`src/rtl/rhbd_pkg.sv`:
```
/*
 package for the half-bridge burst and dead-time sequencer: states, option codes, timing counts.
 assumes a 10 MHz system clock; all times are converted to cycles here.
*/
package rhbd_pkg;
	localparam int  CLK_HZ          = 10000000;
	localparam int  TW              = 16;
	localparam int  PRECHARGE_NS    = 2000;
	localparam int  DT_MAX_NS       = 1000;
	localparam int  AREC_US         = 1000;
	localparam int  PRECHARGE_CYC   = (PRECHARGE_NS * (CLK_HZ / 1000000) + 999) / 1000;
	localparam int  DT_MAX_CYC      = (DT_MAX_NS * (CLK_HZ / 1000000)) / 1000;
	localparam int  AREC_CYC        = AREC_US * (CLK_HZ / 1000000);
	localparam int  DT_FAULT_LIMIT  = 4;
	localparam int  SYNC_STAGES     = 3;

	typedef enum logic [1:0]
	{
		RHBD_FLT_IGNORE = 2'h0,
		RHBD_FLT_LATCH  = 2'h1,
		RHBD_FLT_AREC   = 2'h2
	} rhbd_fault_type;

	typedef enum logic [9:0]
	{
		ST_OFF      = 10'h001,
		ST_DISCH    = 10'h002,
		ST_HIGH     = 10'h004,
		ST_DT_HL    = 10'h008,
		ST_LOW      = 10'h010,
		ST_DT_LH    = 10'h020,
		ST_LASTLOW  = 10'h040,
		ST_IDLE     = 10'h080,
		ST_PRECH    = 10'h100,
		ST_FAULT    = 10'h200
	} rhbd_state_type;
endpackage

```
`src/rtl/rhbd_sync.sv`:
```
/*
 three-flop input synchroniser; output changes once stages two and three agree.
 assumes the input is asynchronous to mclk.
*/
`timescale 1ns/1ps
`default_nettype none
module rhbd_sync
(
	input  wire logic mclk,
	input  wire logic resetn,
	input  wire logic din,
	output logic      dout
);
	logic [2:0] stage_q;

	always_ff @(posedge mclk)
	begin
		if (!resetn)
			stage_q <= 3'h0;
		else
			stage_q <= {stage_q[1:0], din};
	end

	// first stage is only read by the second
	always_ff @(posedge mclk)
	begin
		if (!resetn)
			dout <= 1'b0;
		else if (stage_q[1] == stage_q[2])
			dout <= stage_q[2];
	end
endmodule
`default_nettype wire

```
`src/rtl/rhbd_cnt.sv`:
```
/*
 event counter confirming a fault after a configured number of events.
 assumes pulses on evt are single-cycle.
*/
`timescale 1ns/1ps
`default_nettype none
module rhbd_cnt
#(
	parameter int W = 8
)
(
	input  wire logic         mclk,
	input  wire logic         resetn,
	input  wire logic         clr,
	input  wire logic         evt,
	input  wire logic [W-1:0] limit,
	output logic              hit
);
	logic [W-1:0] cnt_q;

	always_ff @(posedge mclk)
	begin
		if (!resetn || clr)
			cnt_q <= '0;
		else if (evt && cnt_q != limit)
			cnt_q <= cnt_q + 1'b1;
	end

	assign hit = evt && ((cnt_q + 1'b1) >= limit);
endmodule
`default_nettype wire

```
`src/rtl/rhbd_core.sv`:
```
/*
 half-bridge resonant sequencer: normal symmetric switching, burst entry/exit,
 asymmetric low-side prolongation, on-time repetition, automatic dead time with clamp,
 midpoint discharge before start and thermal shutdown.
 assumes comparator flags arrive asynchronously and options are static straps.
*/
// Summary of operation
// - normal mode drives both switches with equal halves of the period
// - burst entry comparator is sampled only during high-side on-time
// - burst entry latches the current high-side on-time
// - after burst entry a final low pulse of 3/2 stored width, then stop
// - idle with blocks powered down until feedback exceeds exit level
// - burst restart begins with a low-side precharge pulse
// - after precharge and dead gap, high pulse ends on current trip
// - low pulse equals previous high width when on-time comparator already low
// - low pulse prolonged while on-time comparator stays high
// - prolongation repeats until symmetric, then disabled until the next precharge ends
// - burst exit checked each high period; then dead gap and 3/2 low pulse
// - high pulse ends at repeated last width if comparator stays high
// - opposite switch turns on after edge-sense reports completion or at the ceiling
// - no edge-sense within ceiling forces switch on and flags fault
// - fault reaction is ignore, latch off, or auto-recovery restart
// - with counter option, fault confirmed after limit events
// - fixed option ignores edge sense, uses ceiling, no faults
// - discharge switch on before start until midpoint reaches floor
// - high-side driver held off during bootstrap undervoltage
// - thermal trip stops switching, enters self-supply off mode, remembers until one cycle after the trip clears
// - thermal trip clearing starts a full restart with soft-start
// - first high pulse of each burst lowers internal feedback level
`timescale 1ns/1ps
`default_nettype none
module rhbd_core
#(
	parameter int TW        = rhbd_pkg::TW,
	parameter int PRE_CYC   = rhbd_pkg::PRECHARGE_CYC,
	parameter int DTMAX_CYC = rhbd_pkg::DT_MAX_CYC,
	parameter int AREC_CYC  = rhbd_pkg::AREC_CYC,
	parameter int FLT_LIMIT = rhbd_pkg::DT_FAULT_LIMIT
)
(
	input  wire logic                     mclk,
	input  wire logic                     resetn,
	input  wire logic                     startReq,
	input  wire logic                     burstEntryCmp,
	input  wire logic                     burstExitCmp,
	input  wire logic                     onTimeCmp,
	input  wire logic                     currentSenseTrip,
	input  wire logic                     edgeHighToLow,
	input  wire logic                     edgeLowToHigh,
	input  wire logic                     midpointAtFloor,
	input  wire logic                     bootstrapUvlo,
	input  wire logic                     thermalTrip,
	input  wire rhbd_pkg::rhbd_fault_type faultReactionCfg,
	input  wire logic                     faultCounterCfg,
	input  wire logic                     fixedDeadCfg,
	output logic                          highSideSwitch,
	output logic                          lowSideSwitch,
	output logic                          dischargeSwitch,
	output logic                          burstIdle,
	output logic                          feedbackReduce,
	output logic                          selfSupply,
	output logic                          thermalMemory,
	output logic                          softStartReq,
	output logic                          latchedOff,
	output logic                          deadFault
);
	import rhbd_pkg::*;

	rhbd_state_type state_q;
	logic [TW-1:0]  timer_q;
	logic [TW-1:0]  highWidth_q;
	logic [TW-1:0]  storedHighOnWidth_q;
	logic           inBurst_q;
	logic           asymEnable_q;
	logic           firstHigh_q;
	logic           exitPending_q;
	logic           entryPending_q;
	logic           thermal_q;
	logic           latched_q;
	logic           deadFault_q;
	logic           fltReact_q;
	logic           fltCountOn_q;
	logic           fixedDead_q;
	rhbd_fault_type fltSel_q;

	logic sEntry;
	logic sExit;
	logic sOnTime;
	logic sCs;
	logic sEdgeHl;
	logic sEdgeLh;
	logic sFloor;
	logic sUvlo;
	logic sTherm;

	rhbd_sync u_sEntry (.mclk(mclk), .resetn(resetn), .din(burstEntryCmp),    .dout(sEntry));
	rhbd_sync u_sExit  (.mclk(mclk), .resetn(resetn), .din(burstExitCmp),     .dout(sExit));
	rhbd_sync u_sOn    (.mclk(mclk), .resetn(resetn), .din(onTimeCmp),        .dout(sOnTime));
	rhbd_sync u_sCs    (.mclk(mclk), .resetn(resetn), .din(currentSenseTrip), .dout(sCs));
	rhbd_sync u_sHl    (.mclk(mclk), .resetn(resetn), .din(edgeHighToLow),    .dout(sEdgeHl));
	rhbd_sync u_sLh    (.mclk(mclk), .resetn(resetn), .din(edgeLowToHigh),    .dout(sEdgeLh));
	rhbd_sync u_sFl    (.mclk(mclk), .resetn(resetn), .din(midpointAtFloor),  .dout(sFloor));
	rhbd_sync u_sUv    (.mclk(mclk), .resetn(resetn), .din(bootstrapUvlo),    .dout(sUvlo));
	rhbd_sync u_sTh    (.mclk(mclk), .resetn(resetn), .din(thermalTrip),      .dout(sTherm));

	function automatic logic [TW-1:0] threeHalves(input logic [TW-1:0] w);
		threeHalves = w + (w >> 1);
	endfunction

	localparam logic [TW-1:0] PRE_T   = TW'(PRE_CYC);
	localparam logic [TW-1:0] DTMAX_T = TW'(DTMAX_CYC);
	localparam logic [TW-1:0] AREC_T  = TW'(AREC_CYC);
	localparam logic [TW-1:0] ONE_T   = TW'(1);

	// dead-gap completion and timeout
	logic inDead;
	logic edgeDone;
	logic dtTimeout;
	logic dtEvent;
	logic dtConfirm;
	logic dtHit;
	logic canHigh;

	assign inDead    = (state_q == ST_DT_HL) || (state_q == ST_DT_LH);
	assign edgeDone  = !fixedDead_q && ((state_q == ST_DT_HL) ? sEdgeHl : sEdgeLh);
	assign dtTimeout = inDead && (timer_q >= DTMAX_T);
	assign dtEvent   = dtTimeout && !edgeDone && !fixedDead_q;
	assign dtConfirm = dtEvent && (!fltCountOn_q || dtHit);
	assign canHigh   = !sUvlo;

	rhbd_cnt #(.W(8)) u_dtcnt
	(
		.mclk   (mclk),
		.resetn (resetn),
		.clr    (state_q == ST_OFF || state_q == ST_FAULT), // a recovered start counts afresh
		.evt    (dtEvent),
		.limit  (8'(FLT_LIMIT)),
		.hit    (dtHit)
	);

	// options are straps caught on the last clocked cycle of reset
	always_ff @(posedge mclk)
	begin
		if (!resetn)
		begin
			fltSel_q     <= faultReactionCfg;
			fltCountOn_q <= faultCounterCfg;
			fixedDead_q  <= fixedDeadCfg;
		end
	end

	assign fltReact_q = (fltSel_q != RHBD_FLT_IGNORE);

	// thermal memory: set wins over clear
	always_ff @(posedge mclk)
	begin
		if (!resetn)
			thermal_q <= 1'b0;
		else if (sTherm)
			thermal_q <= 1'b1;
		else if (state_q == ST_OFF && !sTherm)
			thermal_q <= 1'b0;
	end

	always_ff @(posedge mclk)
	begin
		if (!resetn)
			latched_q <= 1'b0;
		else if (dtConfirm && fltSel_q == RHBD_FLT_LATCH)
			latched_q <= 1'b1;
	end

	always_ff @(posedge mclk)
	begin
		if (!resetn)
			deadFault_q <= 1'b0;
		else if (dtConfirm)
			deadFault_q <= 1'b1;
		else if (state_q == ST_DISCH)
			deadFault_q <= 1'b0;
	end

	// main sequencer
	always_ff @(posedge mclk)
	begin
		if (!resetn)
		begin
			state_q             <= ST_OFF;
			timer_q             <= '0;
			highWidth_q         <= '0;
			storedHighOnWidth_q <= '0;
			inBurst_q           <= 1'b0;
			asymEnable_q        <= 1'b0;
			firstHigh_q         <= 1'b0;
			exitPending_q       <= 1'b0;
			entryPending_q      <= 1'b0;
		end
		else if (sTherm || latched_q)
		begin
			state_q <= ST_OFF;
			timer_q <= '0;
		end
		else
		begin
			timer_q <= timer_q + ONE_T;
			unique case (state_q)
				ST_OFF:
				begin
					timer_q <= '0;
					if (startReq)
						state_q <= ST_DISCH;
				end
				ST_DISCH:
				begin
					if (sFloor)
					begin
						state_q        <= ST_DT_LH;
						timer_q        <= '0;
						inBurst_q      <= 1'b0;
						highWidth_q    <= DTMAX_T;
						entryPending_q <= 1'b0;
					end
				end
				ST_HIGH:
				begin
					if (sEntry && !inBurst_q)
						entryPending_q <= 1'b1;
					if (sEntry && inBurst_q)
						exitPending_q <= 1'b1;
					if (!canHigh || sCs || (!sOnTime && !firstHigh_q)
						|| (!firstHigh_q && timer_q + ONE_T >= highWidth_q))
					begin
						state_q     <= ST_DT_HL;
						timer_q     <= '0;
						highWidth_q <= timer_q + ONE_T;
						firstHigh_q <= 1'b0;
						if (sEntry || entryPending_q || exitPending_q)
							storedHighOnWidth_q <= timer_q + ONE_T;
					end
				end
				ST_DT_HL:
				begin
					if (edgeDone || dtTimeout)
					begin
						timer_q <= '0;
						if (dtConfirm && fltReact_q)
							state_q <= ST_FAULT;
						else if (entryPending_q || exitPending_q)
							state_q <= ST_LASTLOW;
						else
							state_q <= ST_LOW;
					end
				end
				ST_LOW:
				begin
					if (timer_q + ONE_T >= highWidth_q && (!asymEnable_q || !sOnTime))
					begin
						state_q <= ST_DT_LH;
						timer_q <= '0;
						if (asymEnable_q && timer_q + ONE_T == highWidth_q)
							asymEnable_q <= 1'b0;
					end
				end
				ST_LASTLOW:
				begin
					if (timer_q + ONE_T >= threeHalves(storedHighOnWidth_q))
					begin
						state_q        <= ST_IDLE;
						timer_q        <= '0;
						entryPending_q <= 1'b0;
						exitPending_q  <= 1'b0;
						inBurst_q      <= 1'b0;
					end
				end
				ST_IDLE:
				begin
					timer_q <= '0;
					if (sExit)
						state_q <= ST_PRECH;
				end
				ST_PRECH:
				begin
					if (timer_q + ONE_T >= PRE_T)
					begin
						state_q      <= ST_DT_LH;
						timer_q      <= '0;
						inBurst_q    <= 1'b1;
						asymEnable_q <= 1'b1;
						firstHigh_q  <= 1'b1;
					end
				end
				ST_DT_LH:
				begin
					if ((edgeDone || dtTimeout) && canHigh)
					begin
						timer_q <= '0;
						if (dtConfirm && fltReact_q)
							state_q <= ST_FAULT;
						else
							state_q <= ST_HIGH;
					end
				end
				ST_FAULT:
				begin
					// auto-recovery waits out the delay then redischarges
					if (timer_q + ONE_T >= AREC_T)
					begin
						state_q <= ST_DISCH;
						timer_q <= '0;
					end
				end
				default:
					state_q <= ST_OFF;
			endcase
		end
	end

	// outputs registered; high side gated by bootstrap lockout
	always_ff @(posedge mclk)
	begin
		if (!resetn)
		begin
			highSideSwitch  <= 1'b0;
			lowSideSwitch   <= 1'b0;
			dischargeSwitch <= 1'b0;
			burstIdle       <= 1'b0;
			feedbackReduce  <= 1'b0;
			selfSupply      <= 1'b0;
			softStartReq    <= 1'b0;
		end
		else
		begin
			highSideSwitch  <= (state_q == ST_HIGH) && canHigh && !sTherm;
			lowSideSwitch   <= (state_q == ST_LOW || state_q == ST_LASTLOW
				|| state_q == ST_PRECH) && !sTherm;
			dischargeSwitch <= (state_q == ST_DISCH);
			burstIdle       <= (state_q == ST_IDLE);
			feedbackReduce  <= (state_q == ST_HIGH) && firstHigh_q;
			selfSupply      <= thermal_q || latched_q || state_q == ST_FAULT;
			softStartReq    <= (state_q == ST_DISCH) && sFloor;
		end
	end

	assign thermalMemory = thermal_q;
	assign latchedOff    = latched_q;
	assign deadFault     = deadFault_q;
endmodule
`default_nettype wire

```
`config.mk`:
```
export PLATFORM = sky130hd
export DESIGN_NAME = rhbd_core
export DESIGN_NICKNAME = d
export VERILOG_FILES = /design/src/rtl/rhbd_pkg.sv /design/src/rtl/rhbd_sync.sv /design/src/rtl/rhbd_cnt.sv /design/src/rtl/rhbd_core.sv
export SDC_FILE = /design/constraint.sdc
export NUM_CORES = 1
export LEC_CHECK = 0
export BUFFER_PORTS_ARGS = -buffer_cell sky130_fd_sc_hd__buf_2
export CAP_MARGIN = 20
export CORE_UTILIZATION = 47
export DETAILED_ROUTE_END_ITERATION = 8
export GPL_ROUTABILITY_DRIVEN = 0
export HOLD_SLACK_MARGIN = 0.02
export PLACE_DENSITY = 0.68
export SLEW_MARGIN = 40
export SYNTH_ARGS = -nofsm -noshare
export SYNTH_HDL_FRONTEND = slang
export SYNTH_SLANG_ARGS = --single-unit
```
`constraint.sdc`:
```
create_clock -name mclk -period 9.4 [get_ports mclk]
set_clock_uncertainty 0.05 [all_clocks]
set_input_delay 1.88 -clock mclk [delete_from_list [all_inputs] [get_ports mclk]]
set_output_delay 1.88 -clock mclk [all_outputs]
set_load 0.05 [all_outputs]
```
==> flow_summary.json, run 1 <==
{
  "status": "complete, no violations",
  "r2r_slack_ps": 4230,
  "antenna_found_initial": 0,
  "critPathKind": "reg2reg",
  "gr-usage-all-layers": 0.2306,
  "dp_hpwl_mm": 11.47,
  "dieArea_mm2": 0.01452,
  "port_buffers": 25,
  "drtPass1Iterations": 5,
  "hold_ws_ps": 382.0,
  "netlist.area_leader.share": 0.3549,
  "synthArstFlopShare": 0,
  "hold_end": "u_sLh.stage_q[1]",
  "path_cells": "ha_1 > nand4_2 > nor2_1 > xnor2_1 > inv_1 > ha_1 > nand4_1 > nor3_1 > nor3_1 > o21ai_0 > o21ai_0 > a221o_1 > o31ai_4 > buf_6 > nor2_2",
  "grt_pass1_wl_mm": 26.20,
  "overflow": 0,
  "cp_top_family": "compound AO/OA/AOI/OAI gates",
  "synth_edf_count": 4,
  "grt_pass1_vias": 5357,
  "end_kind": "flop",
  "cp.required_ps": 9640,
  "rows": 42,
  "crit_start": "timer_q[0]",
  "totalWireLength_mm": 15.67,
  "cts_hold_buffers": 0,
  "synth_area_leader_cell": "dfxtp_1",
  "core_area_mm2": 0.01345,
  "cp_slowest_cell": "o21ai_0",
  "drv_cap": 0,
  "synth.distinct_cells": 75,
  "cts_sinks": 121,
  "worst_path_largest_cell_delay_ps": 560,
  "cts_tree": "built",
  "min_from": "u_sLh.stage_q[0]",
  "finalSetupTns_ps": 0,
  "clock_path_buffers": 2,
  "holdPathStages": 1,
  "yosysMostFrequentCell": "dfxtp_1",
  "cts_root_buffer": "clkbuf_16",
  "critPathBufInv": 2,
  "fp.dieW_um": 120.5,
  "syn_nets": 821,
  "detail_route.wl_per_cell_um": 16.27,
  "syn-cell-area_mm2": 0.006599,
  "synth_area_leaders": "dfxtp_1 (35%), ha_1 (9.7%), nor2_1 (3.7%)",
  "avgViaCountPerCell": 5.858,
  "synth-main-ff-cell": "dfxtp_1",
  "ys.warnings.count": 0,
  "period_share": 0.5501,
  "cts_buffers": 17,
  "grt_max_degree": 43,
  "drtAntennaViolNets": 0,
  "finalHoldViolCount": 0,
  "dr_wl_met3_um": 882,
  "drive_gt1_frac": 0.1283,
  "r2r-end": "timer_q[8]",
  "startpoint_type": "flop",
  "worstMarginPinSlew_ps": 698.8,
  "drt-met1-wl_mm": 7.245,
  "layout.nets": 843,
  "rsz0062_at_grt": "false",
  "syn_inst": 753,
  "r2r_cells": 15,
  "cts_htree_levels": 4,
  "max_slew_margin": 0.5292,
  "clkLatencyLatePin_ps": 420,
  "irDropWorstVdd_v": 0.0001359,
  "leakage_nw": 3.044,
  "hold_path.class": "reg2reg",
  "r2r_start": "timer_q[0]",
  "initial_core_util": 0.4905,
  "avgSynthCellArea_um2": 8.763,
  "clock.fmax_ghz": 0.1934,
  "post-cts-setup-buffers": 0,
  "maxSlewViolCount": 0,
  "die_height_um": 120.5,
  "synthToLayoutAreaGrowth_pct": 12.42,
  "seq_area_frac_synth": 0.3732,
  "via_count": 5641,
  "drtIter0Drc": 440,
  "dr_wl_met2_mm": 7.184,
  "period_needed_ps": 5171,
  "drcViolationCount": 0,
  "ios": 26,
  "finalSetupViolations": 0,
  "ctsResizeCount": 0,
  "synth_common_cells": "dfxtp_1 (117), nor2_1 (65), ha_1 (51), nand2_1 (49), inv_1 (48)",
  "clk_pin_slew_ps": 60,
  "ys_ff_latch": 121,
  "power_density_mw_per_mm2": 178.0,
  "dr.max_layer_used": "met4",
  "cp.arrival_ps": 5410,
  "n_antenna_cell": 0,
  "cp_max_fo": 12
}
-- where the power goes --
group	total, mW	switching, mW	internal [mW]
Sequential	0.550	0.0203	0.530
Combinational	0.174	0.111	0.0629
Clock	0.596	0.256	0.341
Total	1.32	0.387	0.934
-- per-stage QoR --
| stage | area (um2) | std cells | power [mW] | setup WS [ps] | util |
|---|---|---|---|---|---|
| after global routing | 7418 | 963 | 1.374 | 3911 | 0.5514 |
| after global placement | 6847 | 929 | 0.7209 | 4267 | 0.5089 |
| after detailed placement | 6880 | 932 | 0.7322 | 4366 | 0.5114 |
| after CTS | 7418 | 963 | 1.328 | 4334 | 0.5514 |
| final | 7418 | 963 | 1.321 | 4229 | 0.5514 |
| after floorplan | 6599 | 753 | 0.6806 | 5402 | - |
-- routing by layer --
| layer | vias up | global-route usage |
|---|---|---|
| met1 | 2679 | 0.3026 |
| met5 | - | 0 |
| met4 | 0 | 0.09182 |
| li1 | 2765 | - |
| met2 | 166 | 0.3603 |
| met3 | 31 | 0.05991 |
-- placed cells by master, fill, tap and decap left out, types with 11 or more instances in the layout --
master / n
clkbuf_16: 17
ha_1: 51
xnor2_1: 17
nor3_1: 24
a211oi_1: 20
buf_2: 25
o21ai_0: 34
a21oi_1: 42
dfxtp_1: 117
inv_1: 48
nand3_1: 23
nand2_1: 49
nand4_1: 11
xor2_1: 17
and2_1: 33
o2bb2ai_1: 14
nor2_1: 65
-- worst max path at each step --
stage | to | cells after the start
floorplan | timer_q[8] | 20
global placement | timer_q[3] | 14
detailed placement | timer_q[15] | 15
CTS | timer_q[8] | 15
global route | timer_q[8] | 15
finish | timer_q[8] | 15
-- logic make-up (layout without fill, tap and decap cells) --
| logic type | Yosys count | in the layout | share of synthesized area |
|---|---|---|---|
| buf+inv | 75 | 109 | 0.04531 |
| fa+ha+maj | 52 | 52 | 0.09973 |
| mux | 3 | 3 | 0.004551 |
| simple gates | 298 | 298 | 0.2579 |
| compound gates | 170 | 170 | 0.1743 |
| flops | 121 | 121 | 0.3732 |
| xor+xnor | 34 | 34 | 0.04513 |
-- sequential cells by signal, indices dropped and copies added, names as in the netlist, 8 cells and up --
name and cells:
highWidth_q 16, storedHighOnWidth_q 16, timer_q 16, state_q 10, u_dtcnt.cnt_q 8
-- area by class of cell --
class,instances,area [um2]
Clock inverter,14,112.6
Timing Repair Buffer,30,173.9
Fill cell,1256,6035
Tap cell,176,220.2
Sequential cell,121,2462
Multi-Input combinational cell,557,3844
Clock buffer,17,425.4
Inverter,48,180.2
No activity file was read; power rests on OpenSTA's default activity.
==> inputs of run 2 (changes only) <==
--- a/config.mk
+++ b/config.mk
@@ -11,7 +11,7 @@
 export DETAILED_ROUTE_END_ITERATION = 8
 export GPL_ROUTABILITY_DRIVEN = 0
 export HOLD_SLACK_MARGIN = 0.02
-export PLACE_DENSITY = 0.68
+export PLACE_DENSITY = 0.71
 export SLEW_MARGIN = 40
 export SYNTH_ARGS = -nofsm -noshare
 export SYNTH_HDL_FRONTEND = slang
==> constraint.sdc (replaced) <==
create_clock -name mclk -period 4.6 [get_ports mclk]
set_clock_uncertainty 0.05 [all_clocks]
set_input_delay 0.92 -clock mclk [delete_from_list [all_inputs] [get_ports mclk]]
set_output_delay 0.92 -clock mclk [all_outputs]
set_load 0.05 [all_outputs]
==> flow_summary.json, run 2 (synthesized netlist as in run 1, its figures left out) <==
{
  "status": "complete, no violations",
  "cts_buffers": 17,
  "r2r_start": "storedHighOnWidth_q[1]",
  "critPathKind": "reg2reg",
  "hold_path.class": "reg2reg",
  "rows": 42,
  "overflow": 0,
  "cp.required_ps": 4860,
  "via_count": 5735,
  "cts_hold_buffers": 0,
  "clock_path_buffers": 2,
  "grt_pass1_wl_mm": 26.56,
  "stdcell_count": 985,
  "dieArea_mm2": 0.01452,
  "drive_gt1_frac": 0.1570,
  "antenna_found_initial": 0,
  "finalSetupViolations": 0,
  "synthToLayoutAreaGrowth_pct": 15.68,
  "port_buffers": 25,
  "largest_registers": "highWidth_q (16), storedHighOnWidth_q (16), timer_q (16)",
  "clock.fmax_ghz": 0.2314,
  "mostFrequentLayoutCell": "dfxtp_1",
  "drcViolationCount": 0,
  "cts_tree": "built",
  "r2r_cells": 19,
  "initial_core_util": 0.4905,
  "rsz0062_at_grt": "false",
  "startpoint_type": "flop",
  "period_needed_ps": 4322,
  "r2r_slack_ps": 280,
  "die_height_um": 120.5,
  "gr-usage-all-layers": 0.2333,
  "power_density_mw_per_mm2": 358.3,
  "detail_route.wl_per_cell_um": 16.09,
  "core_area_mm2": 0.01345,
  "grt_max_degree": 43,
  "worstMarginPinSlew_ps": 686.7,
  "cp.arrival_ps": 4580,
  "maxSlewViolCount": 0,
  "clkLatencyLatePin_ps": 430,
  "r2r-end": "state_q[4]",
  "finalSetupTns_ps": 0,
  "leakage_nw": 3.168,
  "drtIter0Drc": 469,
  "cts_htree_levels": 4,
  "period_share": 0.9396,
  "ios": 26,
  "drtAntennaViolNets": 0,
  "min_from": "u_sHl.stage_q[0]",
  "layout.nets": 865,
  "clk_pin_slew_ps": 60,
  "max_slew_margin": 0.5380,
  "cp_max_fo": 6,
  "hold_end": "u_sHl.stage_q[1]",
  "final_cell_mix": "dfxtp_1 (117), nor2_1 (65), ha_1 (51), nand2_1 (49), inv_1 (48)",
  "avgViaCountPerCell": 5.822,
  "drv_cap": 0,
  "ctsResizeCount": 0,
  "end_kind": "flop",
  "cts_root_buffer": "clkbuf_16",
  "post-cts-setup-buffers": 0,
  "holdPathStages": 1,
  "finalHoldViolCount": 0,
  "totalWireLength_mm": 15.84,
  "cts_sinks": 121,
  "irDropWorstVdd_v": 0.0002704,
  "place_inst": 954,
  "fp.dieW_um": 120.5,
  "dp_hpwl_mm": 11.57,
  "fillCellCount": 1205,
  "drtPass1Iterations": 5,
  "n_antenna_cell": 0,
  "grt_pass1_vias": 5522
}
run 2: metal layers:
layer,global-route usage,vias to the layer above,routed length [um]
met5,0,-,0
met4,0.1088,0,443
met3,0.05660,41,905
met2,0.3739,173,7366
met1,0.2949,2704,7128
li1,-,2817,-
run 2: metrics by stage:
stage | total power, mW | area [um2] | setup slack (ps) | hold WS [ps] | utilization
floorplan | 1.391 | 6599 | 601.7 | 361.9 | -
global placement | 1.497 | 7059 | 298.7 | 364.6 | 0.5247
detailed placement | 1.510 | 7059 | 175.2 | 368.6 | 0.5247
CTS | 2.753 | 7610 | 143.9 | 382.9 | 0.5657
global route | 2.851 | 7634 | 6.244 | 394.9 | 0.5674
finish | 2.735 | 7634 | 278.1 | 380.3 | 0.5674
run 2: how the worst max path moves through the flow:
stage	from	to	slack (ps)
6_report	storedHighOnWidth_q[1]	state_q[4]	280
5_1_grt	storedHighOnWidth_q[1]	state_q[4]	6
4_1_cts	storedHighOnWidth_q[1]	timer_q[3]	140
3_5_place_dp	storedHighOnWidth_q[1]	timer_q[3]	180
3_3_place_gp	storedHighOnWidth_q[1]	timer_q[13]	300
2_1_floorplan	storedHighOnWidth_q[1]	timer_q[8]	600
run 2: worst max-delay path: stages (launching register included):
cell,delay (ps)
dfxtp_1,360
ha_1,240
fa_1,420
a21o_1,190
a21oi_2,190
o21ai_0,150
a31oi_1,210
a21oi_1,140
a21o_1,200
a21oi_1,160
xor2_1,90
ha_1,310
and3_1,160
nand3_1,100
o221ai_1,190
a21o_2,210
nand3b_1,130
a31oi_2,220
nand4b_1,200
o41ai_1,300
run 2: layout make-up:
class                           instances  area [um2]  area share
Multi-Input combinational cell        557        3867      0.5066
Sequential cell                       121        2462      0.3226
Clock buffer                           18       439.2     0.05753
Timing Repair Buffer                   52       352.8     0.04622
Tap cell                              176       220.2     0.02885
Inverter                               48       180.2     0.02360
Clock inverter                         13       111.4     0.01459
run 2: report_power, final:
group,total (mW),internal (mW),switching [mW]
logic,0.375,0.151,0.225
registers,1.12,1.08,0.0381
clock network,1.24,0.715,0.525
total,2.74,1.95,0.787
